--- config.mk ---
export PLATFORM = sky130hd
export DESIGN_NAME = cmsi_top
export DESIGN_NICKNAME = d
export VERILOG_FILES = /design/src/hdl/cmsi_pkg.sv /design/src/hdl/cmsi_top.sv
export SDC_FILE = /design/constraint.sdc
export NUM_CORES = 1
export LEC_CHECK = 0
export BUFFER_PORTS_ARGS = -buffer_cell sky130_fd_sc_hd__buf_4
export CAP_MARGIN = 20
export CORE_MARGIN = 4
export CORE_UTILIZATION = 39
export DETAILED_ROUTE_END_ITERATION = 16
export GPL_TIMING_DRIVEN = 0
export MAX_ROUTING_LAYER = met4
export PLACE_DENSITY = 0.59
export SLEW_MARGIN = 5
export SYNTH_ARGS = -nofsm -noshare
export SYNTH_HDL_FRONTEND = slang
export SYNTH_SLANG_ARGS = --single-unit
--- constraint.sdc ---
create_clock -name aclk -period 3.7 [get_ports aclk]
set_clock_uncertainty 0.1 [all_clocks]
set_input_delay 0.37 -clock aclk [delete_from_list [all_inputs] [get_ports aclk]]
set_output_delay 0.37 -clock aclk [all_outputs]
set_load 0.01 [all_outputs]
--- src/hdl/cmsi_pkg.sv ---
// Package for the processor mode and fault indicator controller.
package cmsi_pkg;

    // AXI4-Lite register byte addresses.
    localparam logic [7:0] ADDR_CTRL    = 8'h00;
    localparam logic [7:0] ADDR_STATUS  = 8'h04;
    localparam logic [7:0] ADDR_IRQ_ST  = 8'h08;
    localparam logic [7:0] ADDR_IRQ_MSK = 8'h0C;

    // Control register fields (software commands, write one to act).
    localparam int CTRL_STOP_REQ   = 0;
    localparam int CTRL_SELF_STOP  = 1;
    localparam int CTRL_ORST_REQ   = 2;
    localparam int CTRL_INIT_DONE  = 3;
    localparam int CTRL_CHECK      = 4;

    // Event bits, shared by interrupt status and mask registers.
    localparam int EV_ACK_TIMEOUT  = 0;
    localparam int EV_ADDR_FAULT   = 1;
    localparam int EV_CYCLE_OVR    = 2;
    localparam int EV_MODE_CHANGE  = 3;
    localparam int EV_WIDTH        = 4;

    localparam logic [1:0] RESP_OKAY   = 2'h0;
    localparam logic [1:0] RESP_SLVERR = 2'h2;

    // Flash timing at 250 MHz.
    localparam int CLK_MHZ          = 250;
    localparam int SLOW_HALF_MS     = 500;
    localparam int RAPID_HALF_MS    = 125;
    localparam int SLOW_HALF_CYC    = SLOW_HALF_MS * CLK_MHZ * 1000;
    localparam int RAPID_HALF_CYC   = RAPID_HALF_MS * CLK_MHZ * 1000;
    localparam int FLASH_W          = 27;

    // Momentary switch positions.
    typedef enum logic [1:0] {
        CMSI_MC_MID   = 2'b00,
        CMSI_MC_RESET = 2'b01,
        CMSI_MC_ORST  = 2'b10
    } cmsi_mc_t;

    typedef enum logic [2:0] {
        CMSI_ST_INIT   = 3'b000,
        CMSI_ST_RUN    = 3'b001,
        CMSI_ST_STOP   = 3'b010,
        CMSI_ST_SSTOP  = 3'b011,
        CMSI_ST_ORSTQ  = 3'b100,
        CMSI_ST_CHECK  = 3'b101
    } cmsi_state_t;

    // Fault inputs from the backplane access logic.
    typedef struct packed {
        logic ack_missing;
        logic module_present;
        logic addr_empty;
        logic cycle_overrun;
    } cmsi_fault_t;

    // Front panel indicators.
    typedef struct packed {
        logic run;
        logic stop;
        logic ack_timeout;
        logic address_fault;
        logic cycle_overrun;
        logic output_inhibit;
    } cmsi_led_t;

    // One-cycle memory actions toward the rest of the processor.
    typedef struct packed {
        logic erase_all_ram;
        logic clear_image;
        logic start_from_top;
        logic resume;
    } cmsi_action_t;

endpackage

--- src/hdl/cmsi_top.sv ---
// Operating mode sequencer and front panel indicator driver with AXI4-Lite registers.
// What this block does
// - In run, run indicator steady on, stop indicator off.
// - External stop request gives steady stop indicator, run off.
// - Initial start or program check: both run and stop dark.
// - Self-caused stop flashes slowly; mode switch to stop makes it steady.
// - Stop with overall reset pending flashes stop rapidly, run dark.
// - Present module failing to acknowledge lights acknowledge-timeout indicator.
// - Access to empty I/O address lights address-fault indicator.
// - Cycle exceeding maximum time lights cycle-overrun indicator.
// - Inhibited output lights inhibit indicator and forces outputs safe.
// - Power up with switch at stop requests overall reset, rapid flash, inhibit.
// - Overall-reset position plus stop-to-run performs overall reset, stop steady.
// - Reset position plus stop-to-run clears indicators and enters run.
// - Midpoint plus stop-to-run restarts, stop and inhibit off, run on.
// - Overall reset erases and initialises all RAM areas.
// - Reset clears flags, timers, counters, image; runs from start.
// - Restart resumes at interruption point, keeping all state.
//
// Added by the designer: register access over AXI4-Lite and the placing of the registers.
`timescale 1ns/10ps
`default_nettype none
module cmsi_top (
    input  wire logic                  aclk,
    input  wire logic                  aresetn,
    input  wire logic                  mode_switch_run,
    input  wire cmsi_pkg::cmsi_mc_t    momentary_switch,
    input  wire cmsi_pkg::cmsi_fault_t fault_in,
    output logic                       run_led,
    output logic                       stop_led,
    output logic                       ack_timeout_indicator,
    output logic                       address_fault_indicator,
    output logic                       cycle_overrun_indicator,
    output logic                       output_inhibit_indicator,
    output logic                       outputs_safe,
    output cmsi_pkg::cmsi_action_t     action,
    output logic                       irq,
    input  wire logic [7:0]            s_axi_awaddr,
    input  wire logic                  s_axi_awvalid,
    output logic                       s_axi_awready,
    input  wire logic [31:0]           s_axi_wdata,
    input  wire logic [3:0]            s_axi_wstrb,
    input  wire logic                  s_axi_wvalid,
    output logic                       s_axi_wready,
    output logic [1:0]                 s_axi_bresp,
    output logic                       s_axi_bvalid,
    input  wire logic                  s_axi_bready,
    input  wire logic [7:0]            s_axi_araddr,
    input  wire logic                  s_axi_arvalid,
    output logic                       s_axi_arready,
    output logic [31:0]                s_axi_rdata,
    output logic [1:0]                 s_axi_rresp,
    output logic                       s_axi_rvalid,
    input  wire logic                  s_axi_rready
);

    cmsi_pkg::cmsi_state_t state_reg;
    cmsi_pkg::cmsi_state_t state_next;
    logic                  mode_prev_reg;
    logic                  boot_reg;
    logic                  ext_stop_reg;
    logic                  inhibit_reg;
    logic [cmsi_pkg::FLASH_W-1:0] slow_cnt_reg;
    logic [cmsi_pkg::FLASH_W-1:0] rapid_cnt_reg;
    logic                  slow_ph_reg;
    logic                  rapid_ph_reg;
    logic [7:0]            aw_addr_reg;
    logic                  aw_have_reg;
    logic [31:0]           w_data_reg;
    logic [3:0]            w_strb_reg;
    logic                  w_have_reg;
    logic [cmsi_pkg::EV_WIDTH-1:0] irq_st_reg;
    logic [cmsi_pkg::EV_WIDTH-1:0] irq_msk_reg;
    logic [cmsi_pkg::EV_WIDTH-1:0] ev_set;
    logic [cmsi_pkg::EV_WIDTH-1:0] ev_clr;
    logic                  wr_fire;
    logic                  sw_cmd;
    logic                  up_edge;
    logic                  to_stop;

    // True when a full write lands on the given word with its low byte enabled.
    function automatic logic hit_low(input logic [7:0] a, input logic [3:0] s,
                                     input logic [7:0] reg_addr);
        hit_low = (a == reg_addr) && s[0];
    endfunction

    assign wr_fire = aw_have_reg && w_have_reg && !s_axi_bvalid;
    assign sw_cmd  = wr_fire && hit_low(aw_addr_reg, w_strb_reg, cmsi_pkg::ADDR_CTRL);
    assign up_edge = mode_switch_run && !mode_prev_reg;
    assign to_stop = !mode_switch_run && mode_prev_reg;

    // Mode sequencing from switches and software commands.
    always_comb begin
        state_next = state_reg;
        case (state_reg)
            cmsi_pkg::CMSI_ST_INIT: begin
                if (boot_reg && !mode_switch_run) begin
                    state_next = cmsi_pkg::CMSI_ST_ORSTQ;
                end else if (boot_reg) begin
                    state_next = cmsi_pkg::CMSI_ST_RUN;
                end else if (sw_cmd && w_data_reg[cmsi_pkg::CTRL_CHECK]) begin
                    state_next = cmsi_pkg::CMSI_ST_CHECK;
                end
            end
            cmsi_pkg::CMSI_ST_CHECK: begin
                if (sw_cmd && w_data_reg[cmsi_pkg::CTRL_INIT_DONE]) begin
                    state_next = cmsi_pkg::CMSI_ST_RUN;
                end
            end
            cmsi_pkg::CMSI_ST_RUN: begin
                if (sw_cmd && w_data_reg[cmsi_pkg::CTRL_ORST_REQ]) begin
                    state_next = cmsi_pkg::CMSI_ST_ORSTQ;
                end else if (sw_cmd && w_data_reg[cmsi_pkg::CTRL_SELF_STOP]) begin
                    state_next = cmsi_pkg::CMSI_ST_SSTOP;
                end else if (to_stop || (sw_cmd && w_data_reg[cmsi_pkg::CTRL_STOP_REQ])) begin
                    state_next = cmsi_pkg::CMSI_ST_STOP;
                end
            end
            cmsi_pkg::CMSI_ST_SSTOP: begin
                if (to_stop) begin
                    state_next = cmsi_pkg::CMSI_ST_STOP;
                end else if (sw_cmd && w_data_reg[cmsi_pkg::CTRL_ORST_REQ]) begin
                    state_next = cmsi_pkg::CMSI_ST_ORSTQ;
                end
            end
            cmsi_pkg::CMSI_ST_STOP: begin
                if (sw_cmd && w_data_reg[cmsi_pkg::CTRL_ORST_REQ]) begin
                    state_next = cmsi_pkg::CMSI_ST_ORSTQ;
                end else if (up_edge && momentary_switch != cmsi_pkg::CMSI_MC_ORST) begin
                    state_next = cmsi_pkg::CMSI_ST_RUN;
                end
            end
            cmsi_pkg::CMSI_ST_ORSTQ: begin
                if (up_edge && momentary_switch == cmsi_pkg::CMSI_MC_ORST) begin
                    state_next = cmsi_pkg::CMSI_ST_STOP;
                end
            end
            default: state_next = cmsi_pkg::CMSI_ST_INIT;
        endcase
    end

    always_ff @(posedge aclk) begin
        if (!aresetn) begin
            state_reg     <= cmsi_pkg::CMSI_ST_INIT;
            mode_prev_reg <= 1'b0;
            boot_reg      <= 1'b1;
        end else begin
            state_reg     <= state_next;
            mode_prev_reg <= mode_switch_run;
            boot_reg      <= 1'b0;
        end
    end

    // Remembers whether the steady stop came from outside the processor.
    always_ff @(posedge aclk) begin
        if (!aresetn) begin
            ext_stop_reg <= 1'b0;
            inhibit_reg  <= 1'b1;
        end else begin
            ext_stop_reg <= (state_next == cmsi_pkg::CMSI_ST_STOP);
            inhibit_reg  <= (state_next != cmsi_pkg::CMSI_ST_RUN);
        end
    end

    // Memory actions issued on the transition that performs them.
    always_ff @(posedge aclk) begin
        if (!aresetn) begin
            action <= '0;
        end else begin
            action.erase_all_ram <= state_reg == cmsi_pkg::CMSI_ST_ORSTQ
                                    && state_next == cmsi_pkg::CMSI_ST_STOP;
            action.clear_image    <= state_reg == cmsi_pkg::CMSI_ST_STOP
                                     && state_next == cmsi_pkg::CMSI_ST_RUN
                                     && momentary_switch == cmsi_pkg::CMSI_MC_RESET;
            action.start_from_top <= state_reg == cmsi_pkg::CMSI_ST_STOP
                                     && state_next == cmsi_pkg::CMSI_ST_RUN
                                     && momentary_switch == cmsi_pkg::CMSI_MC_RESET;
            action.resume         <= state_reg == cmsi_pkg::CMSI_ST_STOP
                                     && state_next == cmsi_pkg::CMSI_ST_RUN
                                     && momentary_switch == cmsi_pkg::CMSI_MC_MID;
        end
    end

    always_ff @(posedge aclk) begin
        if (!aresetn) begin
            slow_cnt_reg  <= '0;
            rapid_cnt_reg <= '0;
            slow_ph_reg   <= 1'b0;
            rapid_ph_reg  <= 1'b0;
        end else begin
            if (slow_cnt_reg == cmsi_pkg::FLASH_W'(cmsi_pkg::SLOW_HALF_CYC - 1)) begin
                slow_cnt_reg <= '0;
                slow_ph_reg  <= !slow_ph_reg;
            end else begin
                slow_cnt_reg <= slow_cnt_reg + 1'b1;
            end
            if (rapid_cnt_reg == cmsi_pkg::FLASH_W'(cmsi_pkg::RAPID_HALF_CYC - 1)) begin
                rapid_cnt_reg <= '0;
                rapid_ph_reg  <= !rapid_ph_reg;
            end else begin
                rapid_cnt_reg <= rapid_cnt_reg + 1'b1;
            end
        end
    end

    // Indicator drive from the registered state.
    always_ff @(posedge aclk) begin
        if (!aresetn) begin
            run_led                  <= 1'b0;
            stop_led                 <= 1'b0;
            output_inhibit_indicator <= 1'b1;
            outputs_safe             <= 1'b1;
        end else begin
            run_led <= (state_reg == cmsi_pkg::CMSI_ST_RUN);
            case (state_reg)
                cmsi_pkg::CMSI_ST_STOP:  stop_led <= ext_stop_reg;
                cmsi_pkg::CMSI_ST_SSTOP: stop_led <= slow_ph_reg;
                cmsi_pkg::CMSI_ST_ORSTQ: stop_led <= rapid_ph_reg;
                default:                 stop_led <= 1'b0;
            endcase
            output_inhibit_indicator <= inhibit_reg;
            outputs_safe             <= inhibit_reg;
        end
    end

    // Fault indicators stay lit until the next reset or a reset-position stop-to-run entry (action.clear_image) clears them.
    always_ff @(posedge aclk) begin
        if (!aresetn) begin
            ack_timeout_indicator   <= 1'b0;
            address_fault_indicator <= 1'b0;
            cycle_overrun_indicator <= 1'b0;
        end else begin
            if (action.clear_image) begin
                ack_timeout_indicator   <= 1'b0;
                address_fault_indicator <= 1'b0;
                cycle_overrun_indicator <= 1'b0;
            end
            if (fault_in.ack_missing && fault_in.module_present) begin
                ack_timeout_indicator <= 1'b1;
            end
            if (fault_in.addr_empty) begin
                address_fault_indicator <= 1'b1;
            end
            if (fault_in.cycle_overrun) begin
                cycle_overrun_indicator <= 1'b1;
            end
        end
    end

    always_comb begin
        ev_set = '0;
        ev_set[cmsi_pkg::EV_ACK_TIMEOUT] = fault_in.ack_missing && fault_in.module_present;
        ev_set[cmsi_pkg::EV_ADDR_FAULT]  = fault_in.addr_empty;
        ev_set[cmsi_pkg::EV_CYCLE_OVR]   = fault_in.cycle_overrun;
        ev_set[cmsi_pkg::EV_MODE_CHANGE] = (state_next != state_reg);
        ev_clr = '0;
        if (wr_fire && hit_low(aw_addr_reg, w_strb_reg, cmsi_pkg::ADDR_IRQ_ST)) begin
            ev_clr = w_data_reg[cmsi_pkg::EV_WIDTH-1:0];
        end
    end

    // Sticky events: a set in the clearing cycle wins.
    always_ff @(posedge aclk) begin
        if (!aresetn) begin
            irq_st_reg  <= '0;
            irq_msk_reg <= '0;
            irq         <= 1'b0;
        end else begin
            irq_st_reg <= (irq_st_reg & ~ev_clr) | ev_set;
            if (wr_fire && hit_low(aw_addr_reg, w_strb_reg, cmsi_pkg::ADDR_IRQ_MSK)) begin
                irq_msk_reg <= w_data_reg[cmsi_pkg::EV_WIDTH-1:0];
            end
            irq <= |(irq_st_reg & irq_msk_reg);
        end
    end

    // AXI4-Lite write side: address and data accepted in either order.
    always_ff @(posedge aclk) begin
        if (!aresetn) begin
            aw_have_reg   <= 1'b0;
            w_have_reg    <= 1'b0;
            aw_addr_reg   <= '0;
            w_data_reg    <= '0;
            w_strb_reg    <= '0;
            s_axi_awready <= 1'b1;
            s_axi_wready  <= 1'b1;
            s_axi_bvalid  <= 1'b0;
            s_axi_bresp   <= cmsi_pkg::RESP_OKAY;
        end else begin
            if (s_axi_awvalid && s_axi_awready) begin
                aw_addr_reg   <= s_axi_awaddr;
                aw_have_reg   <= 1'b1;
                s_axi_awready <= 1'b0;
            end
            if (s_axi_wvalid && s_axi_wready) begin
                w_data_reg   <= s_axi_wdata;
                w_strb_reg   <= s_axi_wstrb;
                w_have_reg   <= 1'b1;
                s_axi_wready <= 1'b0;
            end
            if (wr_fire) begin
                aw_have_reg  <= 1'b0;
                w_have_reg   <= 1'b0;
                s_axi_bvalid <= 1'b1;
                s_axi_bresp  <= (aw_addr_reg == cmsi_pkg::ADDR_CTRL
                                 || aw_addr_reg == cmsi_pkg::ADDR_IRQ_ST
                                 || aw_addr_reg == cmsi_pkg::ADDR_IRQ_MSK)
                                ? cmsi_pkg::RESP_OKAY : cmsi_pkg::RESP_SLVERR;
            end
            if (s_axi_bvalid && s_axi_bready) begin
                s_axi_bvalid  <= 1'b0;
                s_axi_awready <= 1'b1;
                s_axi_wready  <= 1'b1;
            end
        end
    end

    // AXI4-Lite read side: one read at a time, answered the cycle after it is taken.
    always_ff @(posedge aclk) begin
        if (!aresetn) begin
            s_axi_arready <= 1'b1;
            s_axi_rvalid  <= 1'b0;
            s_axi_rdata   <= '0;
            s_axi_rresp   <= cmsi_pkg::RESP_OKAY;
        end else if (s_axi_arvalid && s_axi_arready) begin
            s_axi_arready <= 1'b0;
            s_axi_rvalid  <= 1'b1;
            s_axi_rresp   <= cmsi_pkg::RESP_OKAY;
            case (s_axi_araddr)
                cmsi_pkg::ADDR_CTRL:    s_axi_rdata <= '0;
                cmsi_pkg::ADDR_STATUS:  s_axi_rdata <= {19'h0, ack_timeout_indicator,
                                            address_fault_indicator, cycle_overrun_indicator,
                                            output_inhibit_indicator, stop_led, run_led,
                                            mode_switch_run, 3'h0, state_reg};
                cmsi_pkg::ADDR_IRQ_ST:  s_axi_rdata <= {28'h0, irq_st_reg};
                cmsi_pkg::ADDR_IRQ_MSK: s_axi_rdata <= {28'h0, irq_msk_reg};
                default: begin
                    s_axi_rdata <= '0;
                    s_axi_rresp <= cmsi_pkg::RESP_SLVERR;
                end
            endcase
        end else if (s_axi_rvalid && s_axi_rready) begin
            s_axi_rvalid  <= 1'b0;
            s_axi_arready <= 1'b1;
        end
    end

endmodule
`default_nettype wire

==> results.md <==
* P_int at 2570 uW
* Post-layout minimum cycle time at 2570 ps
* Setup TNS at 0 ps
* Final core occ at 0.512
* Clock power frac at 0.532
* Status: completed
* GR Overflow Total at 0
* Final period utilization at 0.696
* ANT cells at 0
* Maximum achievable frequency at 388 MHz
* CTS tree: done
* Leakage power at 0.00267 uW
* Net switching power figure at ~700 uW
* Post-CTS Hold Fix Bufs at 0
* Area Overhead vs Synth at 27.8%
* Slowest Stage Delay on Critical Path at 570 ps
* MaxCap Viol Count at 0
* Routability Congestion at 0.879
* CTS root buf: clkbuf_16
* Synth Flop Type: dfxtp_1
* Core ar. at ~0.013 sq mm
* Fin. Hold Viols at 0
* Clock Tree Buf Depth at 2
* Slew HR at 0.589
* Initial core utilization at 0.401
* DIE AREA at 0.0150 sq mm
* Power per cell area at about 500 mW/mm^2
* Final #Nets at 766
* Slew Limit Fails at 0
* Yosys top cell by area: dfxtp_1
* Netlist cell types at 56
* Design area at 0.00652 sq mm
* Setup Buffers After CTS at 0
* EDFF count, synth at 0
* Worst-Margin Slew at 617 ps
* Wire length per cell at approximately 13 microns
* DR vias at 4346
* Post-route ant nets at 0
* Critical path's slowest cell: or4_4
* Synth Instances at roughly 590
* IO Pins at 119
* Seq pwr share at 0.399
* Async set-or-reset flop fraction in the synthesized netlist at 0
* Sw Ratio at 0.213
* First-pass GRT wire length at 19.6 mm
* CTS buffer count at 17
* Post-synthesis sequential area ratio at 0.451
* Vias/cell at 4.92
* Final wirelength at 11.8 mm
* Dpl cells at 851
* VDD IR-drop max at 346 uV
* Startpoint types: register
* Syn. warnings at 0
* CP cell instances: or4_4 > nor4_4 > and2_1 > o31ai_1 > nand2b_1 > nor4_1
* Initial drt markers at 253
* Post-DP HPWL at 8.85 mm
* Crit path kind: reg2reg
* Syn Area/Cell at approximately 8.6 sq um
* Worst path required time at roughly 3900 ps
* RSZ-0062 raised after global routing: false
* Post-route DRC violation count at 0
* Critical path arrival at 2750 ps
* Worst-Skew Late Latency at 410 ps
* DP Area at 0.00588 sq mm
* CTS clk-pin slew, worst paths at 50 ps
* Initial antenna violation count at 0
* Final Setup Violations at 0
* Synth Register Bits at between 100 and 150
* # resized after CTS at 0
* Vias in the first global route at 4043
* Top cells by area, synth: dfxtp_1, nor2_1, xor2_1
* Port buffer count at 64
* Number of detailed-route iterations in the first pass at 4
* Netlist Area Pre-Place at slightly above 0.005 sq mm
* Largest net degree at the start of global routing at 17
* Worst-path maximum fanout at 7
* Die Ht at approximately 120 microns
* Worst min-delay path class: in2reg
* Std-Cell Rows at 41
* Endpoint class of the critical path: register
* Power share of the combinational group at 0.069
* Layout cells sized above 1 at 0.197
* Width of the die at ~120 microns
* H-tree levels at 4
* Gr usage total at 0.171
* Final std cells w/o fill at 883
* Yosys top cell area share at 0.451
* Clock sinks at 115
-- cells in the mapped netlist, types with 5 or more instances --
cell type  count
nand3_1       34
and3_1        20
inv_1         14
nor4_1         6
dfxtp_1      115
a21oi_1       37
nor3_1        16
xnor2_1       22
o21ai_0        8
nor2_1        96
nand2b_1       6
buf_4         25
nand4_1       14
clkbuf_1      15
xor2_1        28
mux2i_1        5
a22oi_1       12
and2_1         6
nand2_1       53
-- worst paths after layout --
path                       start           end  slack (ps)  cells after the start
min          momentary_switch[0]     action[0]          50                      2
max               aw_addr_reg[0]     action[3]        1130                      6
max reg2reg       aw_addr_reg[0]     action[3]        1130                      6
min reg2reg          inhibit_reg  outputs_safe         310                      1
-- power by group through the flow --
stage / sequential (uW) / combinational [uW] / clock (uW)
after floorplan: 1320 / 143 / 0
after global placement: 1330 / 221 / 0
after detailed placement: 1330 / 225 / 0
after CTS: 1300 / 226 / 1770
after global routing: 1310 / 251 / 1840
final: 1300 / 226 / 1740
-- through the flow --
step           power, uW  setup WS [ps]  hold slack, ps
2_1_floorplan       1470           1490             286
5_1_grt             3390           1040            32.9
3_3_place_gp        1550           1190             294
3_5_place_dp        1550           1180             309
6_report            3270           1130            49.1
4_1_cts             3300           1150            29.5
-- critical path, delay by kind of cell, from the launching register on --
| family | cells | cell delay, ps |
|---|---|---|
| simple gates | 5 | 1930 |
| compound gates | 1 | 110 |
| flops | 1 | 310 |
-- cell families after synthesis --
family	synth area share
adder cells (fa/ha/maj)	0.00490
AO/OA/AOI/OAI	0.0915
AND/OR/NAND/NOR	0.279
XOR/XNOR	0.0858
other	0.000735
multiplexers	0.0164
flip-flops	0.451
buffers and inverters	0.0699
-- layout by cell type, fill, tap and decap left out, types with 2 or more instances in the layout --
cell type	synthesis	layout
dfxtp_1	115	115
nor2_1	96	96
buf_4	25	89
nand2_1	53	53
a21oi_1	37	37
nand3_1	34	34
xor2_1	28	28
conb_1	1	23
xnor2_1	22	22
and3_1	20	20
clkbuf_1	15	17
clkbuf_16	0	17
nor3_1	16	16
nand4_1	14	14
inv_1	14	14
a22oi_1	12	12
o21ai_0	8	8
clkbuf_8	3	7
nor4_1	6	6
nand2b_1	6	6
and2_1	6	6
mux2i_1	5	5
or4_1	4	4
nor4b_1	4	4
a22o_1	4	4
a31oi_1	4	4
bufinv_16	0	4
or3_1	3	3
or2_2	3	3
nor2b_1	3	3
mux2_2	3	3
clkinv_2	0	3
and4_1	2	2
ha_1	2	2
clkinvlp_4	0	2
-- per-layer routing --
metal,GRT usage,part of all wire,routed length (microns),vias up
met1,0.212,0.47,5580,2008
li1,-,-,-,2211
met5,-,0,0,-
met3,0.0493,0.045,528,24
met4,0.0777,0.025,299,0
met2,0.259,0.46,5440,103
-- layout make-up --
class | count | area (sq um)
Fill cell | 1239 | 6200
Multi-Input combinational cell | 440 | 2520
Sequential cell | 115 | 2300
Clock buffer | 23 | 488
Timing Repair Buffer | 64 | 480
Buffer | 45 | 300
Tap cell | 172 | 215
Clock inverter | 9 | 150
Inverter | 15 | 56.3
Note: power is estimated with default switching activity, not from simulation.
